<file path="src/hw/tec_cfg.svh">
// constants of the timer/event counter core: offsets, fields, resets, timing
`ifndef TEC_CFG_SVH
`define TEC_CFG_SVH

// ****************************************************************
// register offsets
// ****************************************************************
`define TEC_ADDR_RUN   16'hFF30
`define TEC_ADDR_CCC   16'hFF32
`define TEC_ADDR_EVC   16'hFF34
`define TEC_ADDR_CNT   16'hFF40
`define TEC_ADDR_CMP1  16'hFF42
`define TEC_ADDR_CMP2  16'hFF44
`define TEC_ADDR_CAP   16'hFF46
`define TEC_ADDR_CCS   16'hFF5E

// ****************************************************************
// field positions
// ****************************************************************
`define TEC_RUN_WIDTH  0
`define TEC_RUN_WRAP   2
`define TEC_RUN_ENABLE 3
`define TEC_CCC_FUNC   0
`define TEC_CCC_CLR1   2
`define TEC_CCC_CLR2   3
`define TEC_EVC_MODE   1:0
`define TEC_EVC_SMP    3:2
`define TEC_EVC_SEEN   7

// ****************************************************************
// reset values and codes
// ****************************************************************
`define TEC_RUN_RST    8'h00
`define TEC_CCC_RST    8'h00
`define TEC_CCS_RST    8'h11
`define TEC_EVC_RST    8'h00
`define TEC_CODE_EXT   4'hF
`define TEC_CODE_MIN   4'h1
`define TEC_CODE_MAX   4'h9
`define TEC_TOP8       16'h00FF
`define TEC_TOP16      16'hFFFF

// ****************************************************************
// timing
// ****************************************************************
`define TEC_CLK_NS     100
`define TEC_SMP_MASK1  7'h1F
`define TEC_SMP_MASK2  7'h3F
`define TEC_SMP_MASK3  7'h7F

`endif

</file>
<file path="src/hw/tec_pkg.sv">
// types shared by the timer/event counter core
package tec_pkg;

  typedef enum logic [1:0] {
    TEC_EDGE_FALL,
    TEC_EDGE_RISE,
    TEC_EDGE_BOTH,
    TEC_EDGE_NONE
  } tec_edge_e;

  typedef struct packed {
    logic [15:0] addr;
    logic [15:0] wdata;
    logic        wr;
    logic        rd;
  } tec_bus_s;

  typedef struct packed {
    logic [2:0] sync;
    logic       lvl;
    logic [6:0] smp_div;
    logic [2:0] hist;
    logic       flt;
    logic       pulse;
  } tec_edge_state_s;

  typedef struct packed {
    logic [7:0]  run_ctl;
    logic [7:0]  ccc;
    logic [7:0]  ccs;
    logic [7:0]  evc;
    logic [15:0] cnt;
    logic [15:0] cmp1;
    logic [15:0] cmp2;
    logic [15:0] cap;
    logic [9:0]  div;
    logic        start_pend;
    logic        clr_pend;
    logic        fresh;
    logic        m1;
    logic        m2;
    logic        trig;
    logic        evt;
    logic [15:0] rdata;
  } tec_core_state_s;

endpackage

</file>
<file path="src/hw/tec_core.sv">
// timer/event counter core: registers, prescaler, counter, compare, capture
//
// Behaviour
// - control register: low nibble drives this counter, high nibble kept, resets 00
// - control bit 0 selects 8-bit counting at 0, 16-bit at 1
// - counter, first compare and second register follow the selected width
// - clock select low nibble: 1..9 fxx/4..fxx/1024, F event pin, else none
// - setting run from zero loads zero on first count clock, then counts
// - clearing run zeroes the counter at once and stops capture and matches
// - writing run one while running leaves the count undisturbed
// - count clock at top wraps to zero and sets the sticky wrap flag
// - reset leaves the counter at zero and stopped
// - clear-on-first-match enables counter clear on first compare hit
// - function bit makes second register compare or capture, with its clear enable
// - an enabled clear source holds the value and clears on next count clock
// - restart before the next count clock starts that clock from zero
// - selector passes prescaler tap or detected event edge to the counter
// - external clock code alone turns the block into an event counter
// - event rate limit set by sampling clock, same for one or both edges
// - event counter reads zero after none or one edge; sticky seen bit helps
// - first compare hit raises its request and the output-port trigger
// - each valid event edge latches the count until the next one
//
// The address-and-strobe port is this design's own decision.
`timescale 1ns/1ps
`include "tec_cfg.svh"
module tec_core (
  // clock and reset
  input  wire logic              clk,
  input  wire logic              rst,
  // register port
  input  wire tec_pkg::tec_bus_s bus,
  output logic [15:0]            rdata,
  // event pin
  input  wire logic              event_input_pin,
  // events and state
  output logic [15:0]            count_value,
  output logic                   first_match_irq,
  output logic                   second_match_irq,
  output logic                   output_port_trigger,
  output logic                   detected_edge_signal
);
  import tec_pkg::*;

  // ****************************************************************
  // helpers
  // ****************************************************************
  function automatic logic [15:0] fit(input logic [15:0] v, input logic wide);
    fit = wide ? v : {8'h00, v[7:0]};
  endfunction

  // one-cycle enable from the prescaler tap or the event edge
  function automatic logic count_en(input logic [3:0] code, input logic [9:0] div,
                                    input logic ext);
    logic [9:0] m;
    m = ~(10'h3FF << (code + 4'h1));
    if (code == `TEC_CODE_EXT) begin
      count_en = ext;
    end else if (code >= `TEC_CODE_MIN && code <= `TEC_CODE_MAX) begin
      count_en = (div & m) == m;
    end else begin
      count_en = 1'b0;
    end
  endfunction

  tec_core_state_s s_r;
  tec_core_state_s s_nxt;
  logic            edge_pulse;
  logic            wide;
  logic            run;
  logic            func_cap;
  logic            tick;
  logic            hit1;
  logic            hit2;
  logic            cap_ev;
  logic            wrap_set;
  logic [15:0]     top;
  logic            wr_run;

  // ****************************************************************
  // event pin edge detector
  // ****************************************************************
  tec_edge u_edge (
    .clk        (clk),
    .rst        (rst),
    .pin        (event_input_pin),
    .smp_sel    (s_r.evc[`TEC_EVC_SMP]),
    .mode       (tec_edge_e'(s_r.evc[`TEC_EVC_MODE])),
    .edge_pulse (edge_pulse)
  );

  // ****************************************************************
  // decode of current state
  // ****************************************************************
  assign wide     = s_r.run_ctl[`TEC_RUN_WIDTH];
  assign run      = s_r.run_ctl[`TEC_RUN_ENABLE];
  assign func_cap = s_r.ccc[`TEC_CCC_FUNC];
  assign top      = wide ? `TEC_TOP16 : `TEC_TOP8;
  // external code needs no other setting
  assign tick     = run && count_en(s_r.ccs[3:0], s_r.div, edge_pulse);
  // matches only right after the count moved, and never while stopped
  assign hit1     = run && s_r.fresh && fit(s_r.cnt, wide) == fit(s_r.cmp1, wide);
  assign hit2     = run && s_r.fresh && !func_cap
                    && fit(s_r.cnt, wide) == fit(s_r.cmp2, wide);
  assign cap_ev   = run && edge_pulse;
  assign wr_run   = bus.wr && bus.addr == `TEC_ADDR_RUN;

  // ****************************************************************
  // next state
  // ****************************************************************
  always_comb begin
    s_nxt       = s_r;
    s_nxt.div   = s_r.div + 10'h001;
    s_nxt.fresh = 1'b0;
    s_nxt.rdata = 16'h0000;
    s_nxt.m1    = hit1;
    s_nxt.m2    = hit2;
    s_nxt.trig  = hit1 || hit2;
    s_nxt.evt   = edge_pulse;
    wrap_set    = 1'b0;

    // counting: pending start or clear loads zero instead of stepping
    if (tick) begin
      s_nxt.fresh = 1'b1;
      if (s_r.start_pend || s_r.clr_pend) begin
        s_nxt.cnt        = 16'h0000;
        s_nxt.start_pend = 1'b0;
        s_nxt.clr_pend   = 1'b0;
      end else if (fit(s_r.cnt, wide) == top) begin
        s_nxt.cnt = 16'h0000;
        wrap_set  = 1'b1;
      end else begin
        s_nxt.cnt = fit(s_r.cnt, wide) + 16'h0001;
      end
    end

    // capture into dedicated register and, in capture mode, the second one
    if (cap_ev) begin
      s_nxt.cap = fit(s_r.cnt, wide);
      if (func_cap) begin
        s_nxt.cmp2 = fit(s_r.cnt, wide);
      end
    end

    // clear sources wait for the following count clock
    if ((hit1 && s_r.ccc[`TEC_CCC_CLR1])
        || (hit2 && s_r.ccc[`TEC_CCC_CLR2])
        || (cap_ev && func_cap && s_r.ccc[`TEC_CCC_CLR2])) begin
      s_nxt.clr_pend = 1'b1;
    end

    // register writes
    if (bus.wr) begin
      unique case (bus.addr)
        `TEC_ADDR_RUN: begin
          s_nxt.run_ctl = bus.wdata[7:0];
          if (!bus.wdata[`TEC_RUN_ENABLE]) begin
            s_nxt.cnt        = 16'h0000;
            s_nxt.start_pend = 1'b0;
            s_nxt.clr_pend   = 1'b0;
            s_nxt.fresh      = 1'b0;
          end else if (!run) begin
            s_nxt.start_pend = 1'b1;
          end
          // a second start while running arms no start and leaves the count alone
        end
        `TEC_ADDR_CCC:  s_nxt.ccc  = bus.wdata[7:0];
        `TEC_ADDR_CCS:  s_nxt.ccs  = bus.wdata[7:0];
        `TEC_ADDR_EVC:  s_nxt.evc  = bus.wdata[7:0];
        `TEC_ADDR_CMP1: s_nxt.cmp1 = bus.wdata;
        `TEC_ADDR_CMP2: s_nxt.cmp2 = bus.wdata;
        default: ;
      endcase
    end

    // hardware sets win over a software clear in the same cycle, except a stopping run write drops the wrap set
    if (wrap_set && !(wr_run && !bus.wdata[`TEC_RUN_ENABLE])) begin
      s_nxt.run_ctl[`TEC_RUN_WRAP] = 1'b1;
    end
    if (edge_pulse) begin
      s_nxt.evc[`TEC_EVC_SEEN] = 1'b1;
    end

    // read data stand in the cycle after the strobe only
    if (bus.rd) begin
      unique case (bus.addr)
        `TEC_ADDR_RUN:  s_nxt.rdata = {8'h00, s_r.run_ctl};
        `TEC_ADDR_CCC:  s_nxt.rdata = {8'h00, s_r.ccc};
        `TEC_ADDR_CCS:  s_nxt.rdata = {8'h00, s_r.ccs};
        `TEC_ADDR_EVC:  s_nxt.rdata = {8'h00, s_r.evc};
        `TEC_ADDR_CNT:  s_nxt.rdata = fit(s_r.cnt, wide);
        `TEC_ADDR_CMP1: s_nxt.rdata = fit(s_r.cmp1, wide);
        `TEC_ADDR_CMP2: s_nxt.rdata = fit(s_r.cmp2, wide);
        `TEC_ADDR_CAP:  s_nxt.rdata = fit(s_r.cap, wide);
        default:        s_nxt.rdata = 16'h0000;
      endcase
    end
  end

  // ****************************************************************
  // state register
  // ****************************************************************
  always_ff @(posedge clk or posedge rst) begin
    if (rst) begin
      s_r         <= '0;
      s_r.run_ctl <= `TEC_RUN_RST;
      s_r.ccc     <= `TEC_CCC_RST;
      s_r.ccs     <= `TEC_CCS_RST;
      s_r.evc     <= `TEC_EVC_RST;
    end else begin
      s_r <= s_nxt;
    end
  end

  assign rdata                = s_r.rdata;
  assign count_value          = s_r.cnt;
  assign first_match_irq      = s_r.m1;
  assign second_match_irq     = s_r.m2;
  assign output_port_trigger  = s_r.trig;
  assign detected_edge_signal = s_r.evt;
endmodule // tec_core

</file>
<file path="src/hw/tec_edge.sv">
// event pin synchroniser, sampling filter and edge detector
`timescale 1ns/1ps
`include "tec_cfg.svh"
module tec_edge (
  // clock and reset
  input  wire logic              clk,
  input  wire logic              rst,
  // pin and mode
  input  wire logic              pin,
  input  wire logic [1:0]        smp_sel,
  input  wire tec_pkg::tec_edge_e mode,
  // detected edge
  output logic                   edge_pulse
);
  import tec_pkg::*;

  tec_edge_state_s s_r;
  tec_edge_state_s s_nxt;
  logic            smp_tick;

  always_comb begin
    s_nxt         = s_r;
    s_nxt.sync    = {s_r.sync[1:0], pin};
    s_nxt.smp_div = s_r.smp_div + 7'h01;
    s_nxt.pulse   = 1'b0;
    // a level counts once the second and third stages agree
    if (s_r.sync[1] == s_r.sync[2]) begin
      s_nxt.lvl = s_r.sync[2];
    end
    unique case (smp_sel)
      2'd0: smp_tick = 1'b1;
      2'd1: smp_tick = (s_r.smp_div & `TEC_SMP_MASK1) == `TEC_SMP_MASK1;
      2'd2: smp_tick = (s_r.smp_div & `TEC_SMP_MASK2) == `TEC_SMP_MASK2;
      2'd3: smp_tick = (s_r.smp_div & `TEC_SMP_MASK3) == `TEC_SMP_MASK3;
    endcase
    // three equal samples needed; shorter pulses are dropped
    if (smp_tick) begin
      s_nxt.hist = {s_r.hist[1:0], s_r.lvl};
      if ((&s_nxt.hist) != s_r.flt && ((&s_nxt.hist) || !(|s_nxt.hist))) begin
        s_nxt.flt = &s_nxt.hist;
        unique case (mode)
          TEC_EDGE_FALL: s_nxt.pulse = !s_nxt.flt;
          TEC_EDGE_RISE: s_nxt.pulse = s_nxt.flt;
          TEC_EDGE_BOTH: s_nxt.pulse = 1'b1;
          TEC_EDGE_NONE: s_nxt.pulse = 1'b0;
        endcase
      end
    end
  end

  always_ff @(posedge clk or posedge rst) begin
    if (rst) begin
      s_r <= '0;
    end else begin
      s_r <= s_nxt;
    end
  end

  assign edge_pulse = s_r.pulse;

endmodule // tec_edge

</file>
<file path="config.mk">
export PLATFORM = sky130hd
export DESIGN_NAME = tec_core
export DESIGN_NICKNAME = d
export VERILOG_FILES = /design/src/hw/tec_pkg.sv /design/src/hw/tec_core.sv /design/src/hw/tec_edge.sv
export VERILOG_INCLUDE_DIRS = /design/src /design/src/hw
export SDC_FILE = /design/constraint.sdc
export NUM_CORES = 1
export LEC_CHECK = 0
export BUFFER_PORTS_ARGS = -buffer_cell sky130_fd_sc_hd__buf_2
export CORE_ASPECT_RATIO = 0.75
export CORE_UTILIZATION = 64
export CTS_CLUSTER_DIAMETER = 60
export CTS_CLUSTER_SIZE = 40
export DETAILED_ROUTE_END_ITERATION = 16
export PLACE_DENSITY = 0.85
export SLEW_MARGIN = 20
export SYNTH_ARGS = -nofsm -noshare
export SYNTH_HDL_FRONTEND = slang
export SYNTH_HIERARCHICAL = 1
export SYNTH_SLANG_ARGS = --single-unit
</file>
<file path="constraint.sdc">
create_clock -name clk -period 11.4 [get_ports clk]
set_input_delay 2.28 -clock clk [delete_from_list [all_inputs] [get_ports clk]]
set_output_delay 2.28 -clock clk [all_outputs]
set_load 0.01 [all_outputs]
</file>
==> impl_metrics.py <==
metrics = {
    "outcome": {
        "status": "completed",
    },
    "worst_setup_path": {
        "critPathBufInv": 1,
        "cp_cell_sequence": "buf_2 -> nand4_1 -> nor4_1 -> and2_0 -> nand2_1 -> mux2_2",
        "worstPathRequired_ns": 11.70,
        "critPathKind": "in2reg",
        "startpoint_type": "primary input",
        "cp-end-kind": "flip-flop",
        "timing.critical_path.max_delay_family": "simple AND/OR/NAND/NOR gates",
        "critical-path-slowest-cell": "nor4_1",
        "crit_path_max_incr_delay_ns": 0.82,
        "critPathArrivalTime_ns": 5.29,
        "critical_path_peak_fanout": 16,
    },
    "pwr": {
        "leak_pwr_nw": 3.62,
        "design_power_total_mw": 1.15,
        "cellPowerDensity_nw_per_um2": 142,
        "seq_power_share_pct": 45.6,
        "p_switching_uw": 252,
        "pwr-share-clk_pct": 50.7,
        "power_frac_comb_pct": 3.7,
        "power_switching_share_pct": 21.8,
        "internal_pwr_total_uw": 903,
        "max-vdd-ir-drop_uv": 124,
    },
    "detailed_routing": {
        "remaining_drc_errors": 0,
        "viasPerCell": 6.70,
        "drt-total-wl_mm": 19.2,
        "dr.pass1.iters": 8,
        "dr_total_vias": 5963,
        "remaining_antenna_violation_count_after_routing": 0,
        "routed_wire_length_per_instance_microns": 21.5,
        "detail_route.iter0.violations": 753,
    },
    "synth": {
        "synth_simple_gate_area_share_pct": 14.9,
        "synthesis.nets": 764,
        "synth_adder_area_share_pct": 1.66,
        "synth_top_cells_by_count": "142 x dfrtp_1, 71 x nor2_1, 54 x nand2_1",
        "async_reset_ff_share_pct": 100,
        "yosys.cell_types.count": 65,
        "syn_area_sq_um": 7400,
        "yosys-top-cells-area": "dfrtp_1 48%, mux2_2 7.5%, nor2_1 3.6%",
        "synth_top_family_by_area": "simple AND/OR/NAND/NOR gates",
        "yosys.cell_count.top_type": "dfrtp_1",
        "yosys_most_used_dff": "dfrtp_1",
        "synth.area.mux_share_pct": 9.36,
        "ys_ff_latch": 144,
        "ys.warnings.count": 6,
        "synth_top_area_cell": "dfrtp_1",
        "synth_cells": 718,
        "yosys_top_cell_area_share_pct": 48.0,
        "syn-mean-instance-area_sq_um": 10.3,
        "synth_xor_area_share_pct": 5.33,
        "compound_cell_area_share_of_the_yosys_netlist_pct": 13.3,
        "synth-edff-count": 0,
        "ys_seq_area_share_pct": 48.8,
    },
    "timing": {
        "tns_ns": 0,
        "final-setup-viol-count": 0,
        "maxSlewViolCount": 0,
        "hold_ws_ns": 0.381,
        "worst_slew_pin_slew_ns": 1.16,
        "layout_min_cycle_time_ns": 5.00,
        "top_achievable_clock_speed_ghz": 0.200,
        "finalClockSkew_ns": 0.00748,
        "final_hold_viol_count": 0,
        "period_share_pct": 43.8,
        "slew_headroom_pct": 22.0,
        "rsz0062_at_grt": "false",
    },
    "die": {
        "start_util_pct": 66.6,
        "fp.dieH_microns": 95.1,
        "core_sq_um": 11100,
        "die-area_sq_um": 12000,
        "floorplan.rows": 33,
        "io_pins": 73,
        "chip_width_microns": 126,
    },
    "cts": {
        "number_of_buffers_inserted_to_repair_setup_after_cts": 0,
        "cts_num_sinks": 144,
        "clk_root_buf": "clkbuf_16",
        "cts_inserted_buffers": 17,
        "cts_resized": 0,
        "cts-root-to-sink-buffers": 2,
        "cts.clk_slew.worst_paths_ns": 0.06,
        "cts.htree.levels": 4,
        "hold_buffers": 0,
        "insertion_delay_ns": 0.42,
        "tritoncts": "done",
    },
    "final_layout": {
        "antenna_cells": 0,
        "final_design_area_no_fill_sq_um": 8140,
        "final_net_count": 783,
        "syn_to_final_growth_pct": 10.1,
        "stdcell_count": 890,
        "num-fill-cells": 742,
        "final_layout_size_suffix_gt1_share_pct": 23.2,
    },
    "global_routing": {
        "grt_overflow": 0,
        "grt_first_pass_wirelength_mm": 30.2,
        "grt_max_degree": 66,
        "number_of_global_route_vias_before_repair": 5933,
        "overall_track_demand_over_capacity_in_global_routing_pct": 33.6,
        "grt_antenna_before_repair": 0,
    },
    "placed_design": {
        "place_congestion": 0.927,
        "detailedPlacementHpwl_mm": 12.5,
        "port_buffers": 72,
        "place_inst": 858,
        "placed_area_sq_um": 7520,
    },
    "job": {
        "cap_viol_max_count": 0,
    },
    "worst_hold_path": {
        "worst_min_path_class": "reg2reg",
    },
}
## per-layer routing
layer / up-vias / wire length, microns / part of all wire [%] / track usage [%]
met3: 64 / 1840 / 9.6 / 7.41
li1: 2579 / - / - / -
met1: 2931 / 7740 / 40 / 44.0
met4: 0 / 592 / 3.1 / 17.1
met2: 389 / 8980 / 47 / 53.7
met5: - / 0 / 0 / 0
## through the flow
| stage | setup WS [ns] | util [%] |
|---|---|---|
| 2_1_floorplan | 5.68 | - |
| 3_3_place_gp | 6.30 | 67.7 |
| 3_5_place_dp | 6.18 | 67.7 |
| 4_1_cts | 6.57 | 73.2 |
| 5_1_grt | 6.28 | 73.3 |
| 6_report | 6.40 | 73.3 |
## cell type report
| type | instances | area (sq um) | share of cell area [%] |
|---|---|---|---|
| Multi-Input combinational cell | 483 | 3300 | 40.6 |
| Tap cell | 140 | 175 | 2.15 |
| Timing Repair Buffer | 74 | 375 | 4.61 |
| Clock buffer | 21 | 450 | 5.53 |
| Inverter | 17 | 66.3 | 0.815 |
| Sequential cell | 144 | 3610 | 44.3 |
| Clock inverter | 11 | 166 | 2.04 |
## state kept, by name, indices dropped and copies added (netlist names)
signal,cells
s_r,91
count_value,16
rdata,16
u_edge/s_r,12
u_edge/s_nxt,2
detected_edge_signal,1
first_match_irq,1
func_cap,1
output_port_trigger,1
run,1
second_match_irq,1
u_edge/edge_pulse,1
## layout by cell type (no fill, tap or decap), types with 3 or more instances in the layout
cell type	instances
ha_1	9
clkinv_2	3
nor2b_1	3
nor4_1	5
clkbuf_16	17
a31oi_1	10
nand3_1	18
nand2b_1	5
clkinvlp_4	3
a22oi_1	16
a221oi_1	12
buf_2	72
mux2i_1	14
nand4b_1	3
nand2_1	54
dfrtp_1	142
nor2_1	70
nor3_1	7
nand4_1	12
inv_1	15
clkbuf_1	3
or3_1	4
a222oi_1	6
o31ai_1	3
or4_1	7
mux2_2	49
xnor2_1	19
o21ai_0	25
a22o_1	7
and3_1	6
or3b_2	4
o22ai_1	4
and2_1	5
xor2_1	26
bufinv_16	4
a21oi_1	44
## path summary, 6_finish.rpt
| kind | to | slack (ns) | startpoint | cells after the start |
|---|---|---|---|---|
| setup / recovery | s_r[65] | 6.40 | bus[32] | 6 |
| hold / removal | u_edge/s_nxt[15] | 0.38 | u_edge/s_nxt[14] | 0 |
| setup reg to reg | count_value[4] | 8.36 | count_value[0] | 8 |
| hold reg to reg | u_edge/s_nxt[15] | 0.38 | u_edge/s_nxt[14] | 0 |
| max in group asynchronous | s_r[65] | 8.02 | rst | 3 |
| min in group asynchronous | u_edge/s_r[12] | 1.94 | rst | 2 |
## cell families after synthesis
family	Yosys count
xor gates and xnor gates	45
muxes	63
AOI/OAI and AO/OA	147
adders and majority gates	10
and+or+nand+nor	218
buffers and inverters	91
DFF	144
## power by group through the flow
stage	clock network [mW]	registers [mW]	logic [mW]
global placement	0	0.534	0.0413
floorplan	0	0.530	0.0285
finish	0.585	0.526	0.0432
global route	0.609	0.527	0.0478
CTS	0.586	0.526	0.0435
detailed placement	0	0.535	0.0429
Note: power is estimated with default switching activity, not from simulation.
